File: src/shared/clock_control_cfg.svh
// Offsets, field positions, reset values and timing counts of the clock
// control block. Assumes the includer sits in the 100 MHz sys_clk domain.
`ifndef CLOCK_CONTROL_CFG_SVH
`define CLOCK_CONTROL_CFG_SVH

`define CC_ADDR_W 8
`define CC_CTRL_OFFSET 8'h00
`define CC_PRESC_OFFSET 8'h04
`define CC_STATUS_OFFSET 8'h08
`define CC_IRQ_STATUS_OFFSET 8'h0C
`define CC_IRQ_MASK_OFFSET 8'h10

`define CC_CTRL_SRC_LSB 0
`define CC_CTRL_PLL_FROM_EXT 2
`define CC_CTRL_EXT_EN 3
`define CC_CTRL_PLL_EN 4
`define CC_CTRL_ADC_FROM_PLL 5
`define CC_CTRL_TIM_X2 6
`define CC_CTRL_CLR_FAIL 7
`define CC_CTRL_RESET 7'h00

`define CC_PRESC_AHB_LSB 0
`define CC_PRESC_APB1_LSB 4
`define CC_PRESC_APB2_LSB 7
`define CC_PRESC_ADC_BUS_LSB 10
`define CC_PRESC_ADC_PLL_LSB 12
`define CC_PRESC_RESET 20'h0_0000

`define CC_AHB_CODE_MAX 4'h9
`define CC_APB_CODE_MAX 3'h4
`define CC_IRQ_EXT_FAIL 0
`define CC_IRQ_PLL_FAIL 1
`define CC_IRQ_RESET 2'h0

`define CC_SYS_CLK_MHZ 100
`define CC_EXT_TIMEOUT_NS 1000
`define CC_EXT_TIMEOUT_CYC ((`CC_EXT_TIMEOUT_NS * `CC_SYS_CLK_MHZ) / 1000)

`endif

File: src/shared/clock_control_pkg.sv
// Types shared by the clock control block and its bench.
// Assumes clock_control_cfg.svh for the numeric layout.
package clock_control_pkg;

    typedef enum logic [1:0] {SRC_RC, SRC_EXT, SRC_PLL} src_type;

    typedef enum logic {ST_RUN, ST_SWITCH} switch_state_type;

    typedef struct packed {
        logic [7:0] addr;
        logic [31:0] wdata;
        logic wr;
        logic rd;
    } reg_req_type;

    typedef struct packed {
        logic core;
        logic ahb;
        logic apb1;
        logic apb2;
        logic tim_apb1;
        logic tim_apb2;
        logic adv_timer;
        logic adc;
    } clock_ticks_type;

    typedef struct packed {
        logic rc_enable;
        logic ext_enable;
        logic pll_enable;
    } osc_enable_type;

endpackage : clock_control_pkg

File: src/rtl/clock_control.sv
// System clock control: source selection, external clock monitor,
// bus, timer and ADC clock-enable ticks, and its register port.
// Assumes oscillator pins are asynchronous and sampled at 100 MHz.
// Operation
// - Internal RC is the source after reset
// - External clock selectable and monitored while used
// - External failure falls back to internal RC
// - External failure interrupt only when enabled
// - PLL input failure from external also reported
// - Advanced timer clock never above 144MHz
// - ADC clock from bus divided 1,2,4
// - ADC clock from PLL divided 1 to 256
// - Timer x2 only from PLL, division at most 2
// - Stop state halts clocks and oscillators
//
// Local design decisions: strobed register access and the register addresses.
`include "clock_control_cfg.svh"

module clock_control
    import clock_control_pkg::*;
(
    input wire logic sys_clk,
    input wire logic resetn,
    input wire logic clk_en,
    input wire logic rc_osc_in,
    input wire logic ext_clock_in,
    input wire logic pll_clock_in,
    input wire logic stop_mode,
    input reg_req_type reg_req,
    output logic [31:0] reg_rdata,
    output clock_ticks_type ticks,
    output osc_enable_type osc_enable,
    output src_type active_source,
    output logic irq
);
    localparam logic [7:0] TIMEOUT = 8'(`CC_EXT_TIMEOUT_CYC);

    // Pin synchronisers: index 0 RC, 1 external, 2 PLL
    logic [2:0] pin_meta;
    logic [2:0] pin_sync;
    logic [2:0] pin_prev;
    logic [2:0] rise;
    logic ext_any_edge;
    logic pll_both_edge;

    always_ff @(posedge sys_clk or negedge resetn)
    begin
        if (!resetn)
        begin
            pin_meta <= 3'h0;
            pin_sync <= 3'h0;
            pin_prev <= 3'h0;
        end
        else if (clk_en)
        begin
            pin_meta <= {pll_clock_in, ext_clock_in, rc_osc_in};
            pin_sync <= pin_meta;
            pin_prev <= pin_sync;
        end
    end

    assign rise = pin_sync & ~pin_prev;
    assign ext_any_edge = pin_sync[1] ^ pin_prev[1];
    assign pll_both_edge = pin_sync[2] ^ pin_prev[2];

    // Software registers
    logic [6:0] ctrl;
    logic [19:0] presc;
    logic [1:0] irq_status;
    logic [1:0] irq_mask;
    logic [6:0] next_ctrl;
    logic [19:0] next_presc;
    logic [1:0] next_irq_status;
    logic [1:0] next_irq_mask;
    logic [31:0] next_reg_rdata;
    logic [1:0] irq_events;
    logic clr_fail;

    src_type src_req;
    logic pll_from_ext;
    logic ext_en;
    logic pll_en;
    logic [3:0] ahb_code;
    logic [2:0] apb1_code;
    logic [2:0] apb2_code;
    logic [1:0] adc_bus_code;
    logic [7:0] adc_pll_m1;

    assign src_req = (ctrl[1:0] == 2'h2) ? SRC_PLL :
                     (ctrl[1:0] == 2'h1) ? SRC_EXT : SRC_RC;
    assign pll_from_ext = ctrl[`CC_CTRL_PLL_FROM_EXT];
    assign ext_en = ctrl[`CC_CTRL_EXT_EN];
    assign pll_en = ctrl[`CC_CTRL_PLL_EN];
    assign ahb_code = (presc[3:0] > `CC_AHB_CODE_MAX) ?
                      `CC_AHB_CODE_MAX : presc[3:0];
    assign apb1_code = (presc[6:4] > `CC_APB_CODE_MAX) ?
                       `CC_APB_CODE_MAX : presc[6:4];
    assign apb2_code = (presc[9:7] > `CC_APB_CODE_MAX) ?
                       `CC_APB_CODE_MAX : presc[9:7];
    assign adc_bus_code = (presc[11:10] == 2'h3) ? 2'h2 : presc[11:10];
    assign adc_pll_m1 = presc[19:12];
    assign clr_fail = reg_req.wr && reg_req.addr == `CC_CTRL_OFFSET &&
                      reg_req.wdata[`CC_CTRL_CLR_FAIL];

    // Source switching and external monitor state
    switch_state_type state;
    switch_state_type next_state;
    src_type active;
    src_type target;
    src_type next_active;
    src_type next_target;
    src_type eff_req;
    logic [7:0] mon_cnt;
    logic [7:0] next_mon_cnt;
    logic ext_failed;
    logic next_ext_failed;
    logic ext_in_use;
    logic fail_event;
    logic force_rc;
    logic [2:0] src_edge;
    logic tim_x2_ok;

    always_comb
    begin
        next_ctrl = ctrl;
        next_presc = presc;
        next_irq_mask = irq_mask;
        next_irq_status = irq_status;
        next_reg_rdata = 32'h0000_0000;
        if (reg_req.wr)
        begin
            unique case (reg_req.addr)
                `CC_CTRL_OFFSET: next_ctrl = reg_req.wdata[6:0];
                `CC_PRESC_OFFSET: next_presc = reg_req.wdata[19:0];
                `CC_IRQ_MASK_OFFSET: next_irq_mask = reg_req.wdata[1:0];
                default: ;
            endcase
        end
        if (reg_req.rd)
        begin
            unique case (reg_req.addr)
                `CC_CTRL_OFFSET: next_reg_rdata = {25'h0, ctrl};
                `CC_PRESC_OFFSET: next_reg_rdata = {12'h0, presc};
                `CC_STATUS_OFFSET:
                    next_reg_rdata = {27'h0, stop_mode, tim_x2_ok,
                                      ext_failed, active};
                `CC_IRQ_STATUS_OFFSET:
                begin
                    next_reg_rdata = {30'h0, irq_status};
                    next_irq_status = 2'h0;
                end
                `CC_IRQ_MASK_OFFSET: next_reg_rdata = {30'h0, irq_mask};
                default: next_reg_rdata = 32'h0000_0000;
            endcase
        end
        // A failure in the reading cycle survives the clear
        next_irq_status = next_irq_status | irq_events;
    end

    always_ff @(posedge sys_clk or negedge resetn)
    begin
        if (!resetn)
        begin
            ctrl <= `CC_CTRL_RESET;
            presc <= `CC_PRESC_RESET;
            irq_status <= `CC_IRQ_RESET;
            irq_mask <= `CC_IRQ_RESET;
            reg_rdata <= 32'h0000_0000;
        end
        else if (clk_en)
        begin
            ctrl <= next_ctrl;
            presc <= next_presc;
            irq_status <= next_irq_status;
            irq_mask <= next_irq_mask;
            reg_rdata <= next_reg_rdata;
        end
    end

    assign irq = |(irq_status & irq_mask);

    assign ext_in_use = ext_en && !stop_mode && (src_req == SRC_EXT ||
                        active == SRC_EXT || (pll_en && pll_from_ext));
    assign fail_event = ext_in_use && !ext_failed && mon_cnt == TIMEOUT;
    assign irq_events[`CC_IRQ_EXT_FAIL] = fail_event &&
        (src_req == SRC_EXT || active == SRC_EXT);
    assign irq_events[`CC_IRQ_PLL_FAIL] = fail_event &&
        pll_en && pll_from_ext;
    assign force_rc = ext_failed && (active == SRC_EXT ||
                      (active == SRC_PLL && pll_from_ext));
    assign src_edge = {rise[2] && pll_en, rise[1] && ext_en, rise[0]};

    always_comb
    begin
        next_state = state;
        next_active = active;
        next_target = target;
        next_mon_cnt = mon_cnt;
        next_ext_failed = (ext_failed && !clr_fail) || fail_event;
        eff_req = src_req;
        // A dead external clock is never selected again until cleared
        if (ext_failed && (src_req == SRC_EXT ||
            (src_req == SRC_PLL && pll_from_ext)))
        begin
            eff_req = SRC_RC;
        end
        // A cleared failure restarts the watch, else a stale count refails
        if (!ext_in_use || ext_any_edge || clr_fail)
        begin
            next_mon_cnt = 8'h00;
        end
        else if (mon_cnt != TIMEOUT)
        begin
            next_mon_cnt = mon_cnt + 8'h01;
        end
        unique case (state)
            ST_RUN:
            begin
                if (force_rc)
                begin
                    next_active = SRC_RC;
                end
                else if (eff_req != active)
                begin
                    next_target = eff_req;
                    next_state = ST_SWITCH;
                end
            end
            ST_SWITCH:
            begin
                if (force_rc || eff_req == active)
                begin
                    next_active = force_rc ? SRC_RC : active;
                    next_state = ST_RUN;
                end
                else if (eff_req != target)
                begin
                    next_target = eff_req;
                end
                else if (src_edge[target])
                begin
                    // Hand over on an edge of the new source: no runt
                    next_active = target;
                    next_state = ST_RUN;
                end
            end
        endcase
    end

    always_ff @(posedge sys_clk or negedge resetn)
    begin
        if (!resetn)
        begin
            state <= ST_RUN;
            active <= SRC_RC;
            target <= SRC_RC;
            mon_cnt <= 8'h00;
            ext_failed <= 1'b0;
        end
        else if (clk_en)
        begin
            state <= next_state;
            active <= next_active;
            target <= next_target;
            mon_cnt <= next_mon_cnt;
            ext_failed <= next_ext_failed;
        end
    end

    assign active_source = active;

    // Tick generation
    logic core_tick;
    logic pll_tick;
    logic ahb_tick;
    logic apb1_tick;
    logic apb2_tick;
    logic advanced_control_timer_tick;
    logic tim2_tick;
    logic adc_bus_tick;
    logic adc_pll_tick;
    logic [8:0] ahb_m1;
    logic [3:0] apb1_m1;
    logic [3:0] apb2_m1;
    logic [3:0] advanced_control_timer_m1;
    logic [3:0] tim2_m1;
    logic [1:0] adc_bus_m1;
    clock_ticks_type next_ticks;

    assign ahb_m1 = 9'((10'h001 << ahb_code) - 10'h001);
    assign apb1_m1 = 4'((5'h01 << apb1_code) - 5'h01);
    assign apb2_m1 = 4'((5'h01 << apb2_code) - 5'h01);
    // Timer period is half the bus period unless the bus is undivided
    assign advanced_control_timer_m1 = (apb1_code == 3'h0) ? 4'h0 : apb1_m1 >> 1;
    assign tim2_m1 = (apb2_code == 3'h0) ? 4'h0 : apb2_m1 >> 1;
    assign adc_bus_m1 = 2'((3'h1 << adc_bus_code) - 3'h1);
    assign tim_x2_ok = active == SRC_PLL && pll_en &&
                       ({1'b0, ahb_code} + {1'b0, apb2_code}) <= 5'h01;
    assign pll_tick = rise[2] && pll_en && !stop_mode;

    always_comb
    begin
        core_tick = src_edge[active] && !stop_mode;
        next_ticks.core = core_tick;
        next_ticks.ahb = ahb_tick;
        next_ticks.apb1 = apb1_tick;
        next_ticks.apb2 = apb2_tick;
        next_ticks.tim_apb1 = advanced_control_timer_tick;
        next_ticks.tim_apb2 = tim2_tick;
        // Both PLL edges give twice its rate, allowed only as limited
        if (ctrl[`CC_CTRL_TIM_X2] && tim_x2_ok)
        begin
            next_ticks.adv_timer = pll_both_edge && !stop_mode;
        end
        else
        begin
            next_ticks.adv_timer = tim2_tick;
        end
        next_ticks.adc = ctrl[`CC_CTRL_ADC_FROM_PLL] ?
                         adc_pll_tick : adc_bus_tick;
        // Divider outputs lag the core tick, so gate them all here
        if (stop_mode)
        begin
            next_ticks = '0;
        end
    end

    always_ff @(posedge sys_clk or negedge resetn)
    begin
        if (!resetn)
        begin
            ticks <= '0;
        end
        else if (clk_en)
        begin
            ticks <= next_ticks;
        end
    end

    clock_divider #(.WIDTH(9)) ahb_div (
        .sys_clk(sys_clk), .resetn(resetn), .clk_en(clk_en),
        .tick_in(core_tick), .ratio_m1(ahb_m1), .tick_out(ahb_tick));
    clock_divider #(.WIDTH(4)) apb1_div (
        .sys_clk(sys_clk), .resetn(resetn), .clk_en(clk_en),
        .tick_in(ahb_tick), .ratio_m1(apb1_m1), .tick_out(apb1_tick));
    clock_divider #(.WIDTH(4)) apb2_div (
        .sys_clk(sys_clk), .resetn(resetn), .clk_en(clk_en),
        .tick_in(ahb_tick), .ratio_m1(apb2_m1), .tick_out(apb2_tick));
    clock_divider #(.WIDTH(4)) advanced_control_timer_div (
        .sys_clk(sys_clk), .resetn(resetn), .clk_en(clk_en),
        .tick_in(ahb_tick), .ratio_m1(advanced_control_timer_m1), .tick_out(advanced_control_timer_tick));
    clock_divider #(.WIDTH(4)) tim2_div (
        .sys_clk(sys_clk), .resetn(resetn), .clk_en(clk_en),
        .tick_in(ahb_tick), .ratio_m1(tim2_m1), .tick_out(tim2_tick));
    clock_divider #(.WIDTH(2)) adc_bus_div (
        .sys_clk(sys_clk), .resetn(resetn), .clk_en(clk_en),
        .tick_in(ahb_tick), .ratio_m1(adc_bus_m1),
        .tick_out(adc_bus_tick));
    clock_divider #(.WIDTH(8)) adc_pll_div (
        .sys_clk(sys_clk), .resetn(resetn), .clk_en(clk_en),
        .tick_in(pll_tick), .ratio_m1(adc_pll_m1),
        .tick_out(adc_pll_tick));

    // Stop state drops every oscillator request
    assign osc_enable.rc_enable = !stop_mode;
    assign osc_enable.ext_enable = ext_en && !stop_mode;
    assign osc_enable.pll_enable = pll_en && !stop_mode;

endmodule : clock_control

File: src/rtl/clock_divider.sv
// Tick divider: passes one of every (ratio_m1 + 1) input ticks.
// Assumes single-cycle input ticks in the sys_clk domain.
module clock_divider
    import clock_control_pkg::*;
#(
    parameter int WIDTH = 4
)
(
    input wire logic sys_clk,
    input wire logic resetn,
    input wire logic clk_en,
    input wire logic tick_in,
    input wire logic [WIDTH-1:0] ratio_m1,
    output logic tick_out
);
    logic [WIDTH-1:0] count;
    logic [WIDTH-1:0] ratio_cur;
    logic [WIDTH-1:0] next_count;
    logic [WIDTH-1:0] next_ratio_cur;
    logic next_tick_out;

    // A new ratio is taken only at a wrap so no shortened period appears
    always_comb
    begin
        next_count = count;
        next_ratio_cur = ratio_cur;
        next_tick_out = 1'b0;
        if (tick_in)
        begin
            if (count >= ratio_cur)
            begin
                next_count = '0;
                next_tick_out = 1'b1;
                next_ratio_cur = ratio_m1;
            end
            else
            begin
                next_count = count + 1'b1;
            end
        end
    end

    always_ff @(posedge sys_clk or negedge resetn)
    begin
        if (!resetn)
        begin
            count <= '0;
            ratio_cur <= '0;
            tick_out <= 1'b0;
        end
        else if (clk_en)
        begin
            count <= next_count;
            ratio_cur <= next_ratio_cur;
            tick_out <= next_tick_out;
        end
    end

endmodule : clock_divider

File: config.mk
export PLATFORM = sky130hd
export DESIGN_NAME = clock_control
export DESIGN_NICKNAME = d
export VERILOG_FILES = /design/src/shared/clock_control_pkg.sv /design/src/rtl/clock_control.sv /design/src/rtl/clock_divider.sv
export VERILOG_INCLUDE_DIRS = /design/src /design/src/shared
export SDC_FILE = /design/constraint.sdc
export NUM_CORES = 1
export LEC_CHECK = 0
export ABC_AREA = 1
export BUFFER_PORTS_ARGS = -buffer_cell sky130_fd_sc_hd__buf_2
export CAP_MARGIN = 20
export CORE_MARGIN = 1.5
export CORE_UTILIZATION = 50
export CTS_CLUSTER_DIAMETER = 100
export DETAILED_ROUTE_END_ITERATION = 10
export GPL_TIMING_DRIVEN = 0
export PLACE_DENSITY = 0.77
export RECOVER_POWER = 25
export SLEW_MARGIN = 20
export SYNTH_ARGS = -nofsm -noshare
export SYNTH_HDL_FRONTEND = slang
export SYNTH_HIERARCHICAL = 1
export SYNTH_SLANG_ARGS = --single-unit
File: constraint.sdc
create_clock -name sys_clk -period 2.2 [get_ports sys_clk]
set_input_delay 0.11 -clock sys_clk [delete_from_list [all_inputs] [get_ports sys_clk]]
set_output_delay 0.11 -clock sys_clk [all_outputs]
set_load 0.01 [all_outputs]
# After elaboration in Yosys (flattened, before gate mapping)
# Cells that the tools add are included.
dict set report classes {
  reduce_logical 57
  bitwise_logic 7
  muxes 59
  n_eq_ne 22
  shift 4
  n_lt_le_gt_ge 13
  addsub 13
}
# cell n
set op_table {}
lappend op_table {{20-bit one-hot mux with 5 select lines} 1}
lappend op_table {{3-bit AND reduction} 11}
lappend op_table {{8-bit 2-to-1 mux} 4}
lappend op_table {{2-bit 2-to-1 mux} 14}
lappend op_table {{1-bit logical AND} 24}
lappend op_table {{1-bit 2-to-1 mux} 24}
lappend op_table {{20-bit 2-to-1 mux} 1}
lappend op_table {{4-bit 2-to-1 mux} 5}
lappend op_table {{4-bit by 1-bit adder with 4-bit output, second input constant} 4}
lappend op_table {{8-bit by 1-bit adder with 8-bit output, second input constant} 2}
lappend op_table {{8-bit by 4-bit equality test with 1-bit output, second input constant} 2}
lappend op_table {{4-bit >= comparator} 4}
lappend op_table {{3-bit 2-to-1 mux} 4}
lappend op_table {{9-bit by 1-bit adder with 9-bit output, second input constant} 1}
lappend op_table {{9-bit >= comparator} 1}
lappend op_table {{9-bit 2-to-1 mux} 1}
lappend op_table {{1-bit by 4-bit << shifter with 9-bit output, first input constant} 1}
lappend op_table {{9-bit by 1-bit subtractor with 9-bit output, second input constant} 1}
lappend op_table {{2-bit equality test, second input constant} 4}
lappend op_table {{8-bit by 3-bit equality test with 1-bit output, second input constant} 1}
lappend op_table {{8-bit by 5-bit equality test with 1-bit output, second input constant} 1}
lappend op_table {{8-bit by 7-bit equality test with 1-bit output, second input constant} 1}
lappend op_table {{8-bit >= comparator} 1}
lappend op_table {{8-bit zero test} 1}
lappend op_table {{other kinds (35)} 61}
dict set report word_totals {
  in_bits 49
  reg_bits 171
}

# Logic depth before layout (Yosys ltp)
dict set report logic_depth {
  word_depth 12
  depth_mapped 15
}

# Cells and area by module
# Netlist, hierarchy kept.
# mod seq_area_each_um2 cells_each area_per_inst_um2 n_inst
set by_module_without_submodules {}
lappend by_module_without_submodules {clock_control 2052.0 533 4359.2 1}
lappend by_module_without_submodules {{clock_divider (advanced_control_timer_div ...)} 225.2 59 515.5 4}
lappend by_module_without_submodules {{clock_divider (ahb_div)} 475.5 154 1219.9 1}
lappend by_module_without_submodules {{clock_divider (adc_pll_div)} 425.4 134 1066.0 1}
lappend by_module_without_submodules {{clock_divider (adc_bus_div)} 125.1 35 280.3 1}

# Least setup slack after synthesis
# Ideal clock, no wire load.
dict set report synth_timing {
  path_kind {register -> register}
  start {register presc[1]}
  end {register ticks[1] (netlist name)}
  synth_period_minus_slack_ns 2.268
  stages_incl_launch_ff 13
  t_arrival_ns 2.203
  setup_slack_ns -0.068
  t_required_ns 2.135
  path_cell_list {dfrtp_1 inv_1 a21oi_1 or2_2 ha_1 fa_1 nor2_1 nand2_1 nor3_1 nand2_1 o21bai_1 nand3_1 nand2_1}
}
dict set report synth_between {
  elab_chain_len 8
}
# element line_no
set synth_rtl {}
lappend synth_rtl {{start: declaration} clock_control.sv:68} ;# logic [19:0] presc;
lappend synth_rtl {{start signal: assignment} clock_control.sv:165} ;# presc <= `CC_PRESC_RESET;
lappend synth_rtl {{start signal: assignment} clock_control.sv:173} ;# presc <= next_presc;
lappend synth_rtl {{4-bit greater-than comparator (no source line)} n/a}
lappend synth_rtl {{4-bit 2-to-1 mux *} clock_control.sv:94} ;# assign ahb_code = (presc[3:0] > `CC_AHB_CODE_MAX) ?
lappend synth_rtl {{4-bit by 3-bit adder with 5-bit output *} clock_control.sv:298} ;# ({1'b0, ahb_code} + {1'b0, apb2_code}) <= 5'h01;
lappend synth_rtl {{5-bit by 1-bit <= comparator with 1-bit output (not written as such) *} clock_control.sv:298}
lappend synth_rtl {{1-bit logical AND *} clock_control.sv:297} ;# assign tim_x2_ok = active == SRC_PLL && pll_en &&
lappend synth_rtl {{1-bit logical AND *} clock_control.sv:311} ;# if (ctrl[`CC_CTRL_TIM_X2] && tim_x2_ok)
lappend synth_rtl {{1-bit 2-to-1 mux *} clock_control.sv:311}
lappend synth_rtl {{8-bit 2-to-1 mux *} clock_control.sv:322} ;# if (stop_mode)
lappend synth_rtl {{end signal: assignment} clock_control.sv:336} ;# ticks <= next_ticks;
lappend synth_rtl {{end: declaration} clock_control.sv:31} ;# output clock_ticks_type ticks,
# Mark *: on every way between the ends. The rest lies on a longest branch, timed or not.
# A chain may end at the register's enable or synchronous reset.

# Worst setup path after layout
# Ends and elaborated chain as after synthesis.

==> flow_metrics.py <==
metrics = {
    "route": {
        "viasPerCell": 5.14,
        "drcViolationCount": 0,
        "wire_per_inst_um": 14.4,
        "drtPass1Iterations": 6,
        "drt_first_iter_violations": 556,
        "num_vias": 7519,
        "antenna_left": 0,
        "routed_wl_um": 21000,
    },
    "timing": {
        "holdWs_ns": 0.0283,
        "slew_violations": 71,
        "hold_viol": 0,
        "slew_headroom": -0.188,
        "fin_skew_ns": 0.00681,
        "post-route-period-util": 1.05,
        "worstMarginPinSlew_ns": 1.78,
        "max_freq_ghz": 0.433,
        "setup_ws_ns": -0.108,
        "rsz0062_at_grt": "true",
        "finalSetupViolCount": 2,
        "layout_min_cycle_time_ns": 2.31,
    },
    "critical_path": {
        "cp-end-kind": "flip-flop",
        "r2r_start": "presc[1]$_DFFE_PN0P_",
        "cpPeakStageDelay_ns": 0.44,
        "cp_max_fo": 3,
        "regToRegEndpoint": "ticks[1]$_DFFE_PN0P_",
        "crit_required_ns": 2.57,
        "arrival_ns": 2.68,
        "rr_worst_depth": 12,
        "crit_chain": "inv_2, a21oi_2, or2_4, ha_4, fa_1, nor2_1, nand2_1, nor3_4, nand2_1, o21bai_1, nand3_2, nand2_2",
        "path_class": "reg2reg",
        "r2r_setup_slack_ns": -0.11,
        "startpoint": "presc[1]$_DFFE_PN0P_",
        "path_common_cell": "nand2_1",
        "worst_path_max_delay_cell": "fa_1",
        "cp-start-kind": "flip-flop",
    },
    "cts": {
        "cts-htree-levels": 4,
        "clock_path_buffers": 2,
        "numCtsBuffers": 17,
        "cts-root-buf": "clkbuf_16",
        "clock_latency_ns": 0.43,
        "cts_tree": "yes",
        "clk_pin_slew_worst_paths_ns": 0.06,
        "clock-sinks": 159,
    },
    "global_routing": {
        "first_global_vias": 7190,
        "grt_first_pass_wirelength_um": 34800,
        "grt_max_degree": 90,
        "antenna_found_initial": 0,
        "track_usage": 0.240,
        "grt_overflow": 0,
    },
    "synth": {
        "synth_area_per_cell_um2": 8.23,
        "synth_ff_type": "dfrtp_1",
        "synth_area_leaders": "dfrtp_1 44%, nand2_1 13%, ha_1 6.8%, inv_1 5.9%, nand3_1 4.3%",
        "ys_ff_latch": 159,
        "synthArstFlopShare": 1.00,
        "yosys.area.top_type_share": 0.443,
        "yosysWarnings": 6,
        "syn-instance-count": 1092,
        "netlist_area_um2": 8990,
        "synth_top_area_cell": "dfrtp_1",
        "synth_cell_types": 49,
        "seq_area_frac_synth": 0.443,
        "synth_enable_flop_cells": 0,
    },
    "die": {
        "dieHeight_um": 137,
        "ios": 95,
        "row_count": 48,
        "dieArea_um2": 18800,
        "die_x_um": 137,
        "core-area_um2": 17400,
        "initial_core_util": 0.516,
    },
    "final_layout": {
        "diodes": 0,
        "final_layout_size_suffix_gt1_frac": 0.177,
        "fin_cells": 1463,
        "final_nets": 1324,
        "final_common_cell": "nand2_1",
        "area_growth_pct": 18.8,
        "mostFrequentLayoutCells": "318 x nand2_1, 158 x dfrtp_1, 140 x inv_1",
    },
    "worst_hold_path": {
        "min-delay-path-class": "in2reg",
        "holdPathStages": 3,
        "min_delay_worst_endpoint": "ctrl[0]$_DFFE_PN0P_",
        "hold_start": "reg_req[2]",
    },
    "placement": {
        "portBuffers": 70,
        "dp_cells": 1401,
        "gp_congestion": 0.874,
        "dp_hpwl_um": 14800,
    },
    "status": {
        "violations": "capacitance limit, slew limit, setup timing",
        "status": "finished with violations",
    },
    "power": {
        "ir_drop_mv": 0.569,
        "power_density_nw_per_um2": 834,
        "power.total_mw": 8.90,
        "p_leak_nw": 5.61,
    },
    "job": {
        "maxCapViolations": 1,
    },
}
==> how the worst max path moves through the flow <==
stage,end,slack [ns],cells after the start
floorplan,ticks[1]$_DFFE_PN0P_,0.004,12
global placement,mon_cnt[2]$_DFFE_PN0P_,-1.42,1
detailed placement,reg_rdata[3]$_DFFE_PN0P_,-0.38,12
CTS,ticks[1]$_DFFE_PN0P_,-0.11,12
global route,ticks[1]$_DFFE_PN0P_,-0.23,12
finish,ticks[1]$_DFFE_PN0P_,-0.11,12
==> per-layer routing <==
layer,GRT usage,routed length [um]
met3,0.0474,1020
met1,0.318,9370
met4,0.0912,550
met2,0.389,10100
met5,0,0
==> Yosys cell counts (2+ instances only) <==
| cell type | count |
|---|---|
| xnor2_1 | 9 |
| nor3_2 | 4 |
| nor2_1 | 59 |
| o22ai_1 | 2 |
| nand3_2 | 5 |
| xor2_1 | 13 |
| inv_1 | 142 |
| buf_2 | 8 |
| o21ai_1 | 7 |
| nand2_2 | 20 |
| a21oi_1 | 19 |
| inv_2 | 7 |
| buf_6 | 4 |
| nand3_4 | 7 |
| nand4_1 | 26 |
| nand2_4 | 7 |
| nor3_1 | 4 |
| o21ai_2 | 2 |
| o31ai_1 | 6 |
| a21oi_2 | 6 |
| mux2_4 | 4 |
| o21bai_1 | 4 |
| nor2_4 | 5 |
| mux2_2 | 3 |
| nor2_2 | 3 |
| clkbuf_1 | 10 |
| nand3_1 | 77 |
| ha_1 | 49 |
| clkinv_1 | 2 |
| nor3_4 | 2 |
| dfrtp_1 | 159 |
| inv_4 | 5 |
| o21ai_0 | 58 |
| nand2_1 | 321 |
| a22o_1 | 6 |
| a21o_1 | 2 |
| buf_4 | 13 |
==> cell families (layout without fill, tap and decap cells) <==
kind of cell,Yosys count,in the layout,share of synthesized area
AO/OA/AOI/OAI,116,116,0.0763
AND/OR/NAND/NOR,542,542,0.283
flip-flops,159,159,0.443
XOR/XNOR,22,22,0.0214
other,1,14,0.000417
multiplexers,7,7,0.0104
adder cells (fa/ha/maj),50,50,0.0704
buffers and inverters,195,328,0.0949
==> critical path, delay by kind of cell (launching register included) <==
kind / cells / cell delay [ns]
AO/OA/AOI/OAI: 2 / 0.25
adder cells (fa/ha/maj): 2 / 0.60
buffers and inverters: 1 / 0.08
flip-flops: 1 / 0.40
AND/OR/NAND/NOR: 7 / 0.93
==> cell type report <==
class | count | area, um^2
repair buffers | 101 | 638
multi-input cells | 751 | 4260
flip-flops and latches | 159 | 3980
plain buffers | 37 | 241
well taps | 225 | 282
fillers | 1469 | 6740
inverters | 158 | 613
clock buffers | 22 | 474
clock inverters | 10 | 183
==> registers in the layout, summed over array words and instances, names as in the netlist, 7 cells and up <==
name and cells:
mon_cnt 8, ahb_div/count 9, adc_pll_div/ratio_cur 8, adc_pll_div/count 8, presc 20, ctrl 7, reg_rdata 20, ahb_div/ratio_cur 9
ticks 8
==> report_power, final <==
part | switching (mW) | internal (mW) | total, mW | leakage, nW
Clock | 1.19 | 2.10 | 3.29 | 0.324
Combinational | 1.32 | 0.773 | 2.09 | 3.16
Sequential | 0.273 | 3.25 | 3.52 | 2.12
==> repair_timing <==
action,CTS,global route
hold buffers,22,0
endpoints found under the hold margin,92,0
pin swaps,5,4
gates resized for setup,9,8
endpoints found under the setup margin,2,3
setup buffers,7,1
==> through the flow <==
step / TNS (ns) / instance area [um^2] / setup slack [ns] / utilization
floorplan: 0 / 9040 / 0.00427 / -
global placement: -223.87 / 9670 / -1.42 / 0.555
detailed placement: -0.744 / 9710 / -0.383 / 0.558
CTS: -0.112 / 10700 / -0.112 / 0.612
global route: -2.62 / 10700 / -0.233 / 0.613
finish: -0.175 / 10700 / -0.108 / 0.613
No activity file was read; power rests on OpenSTA's default activity.
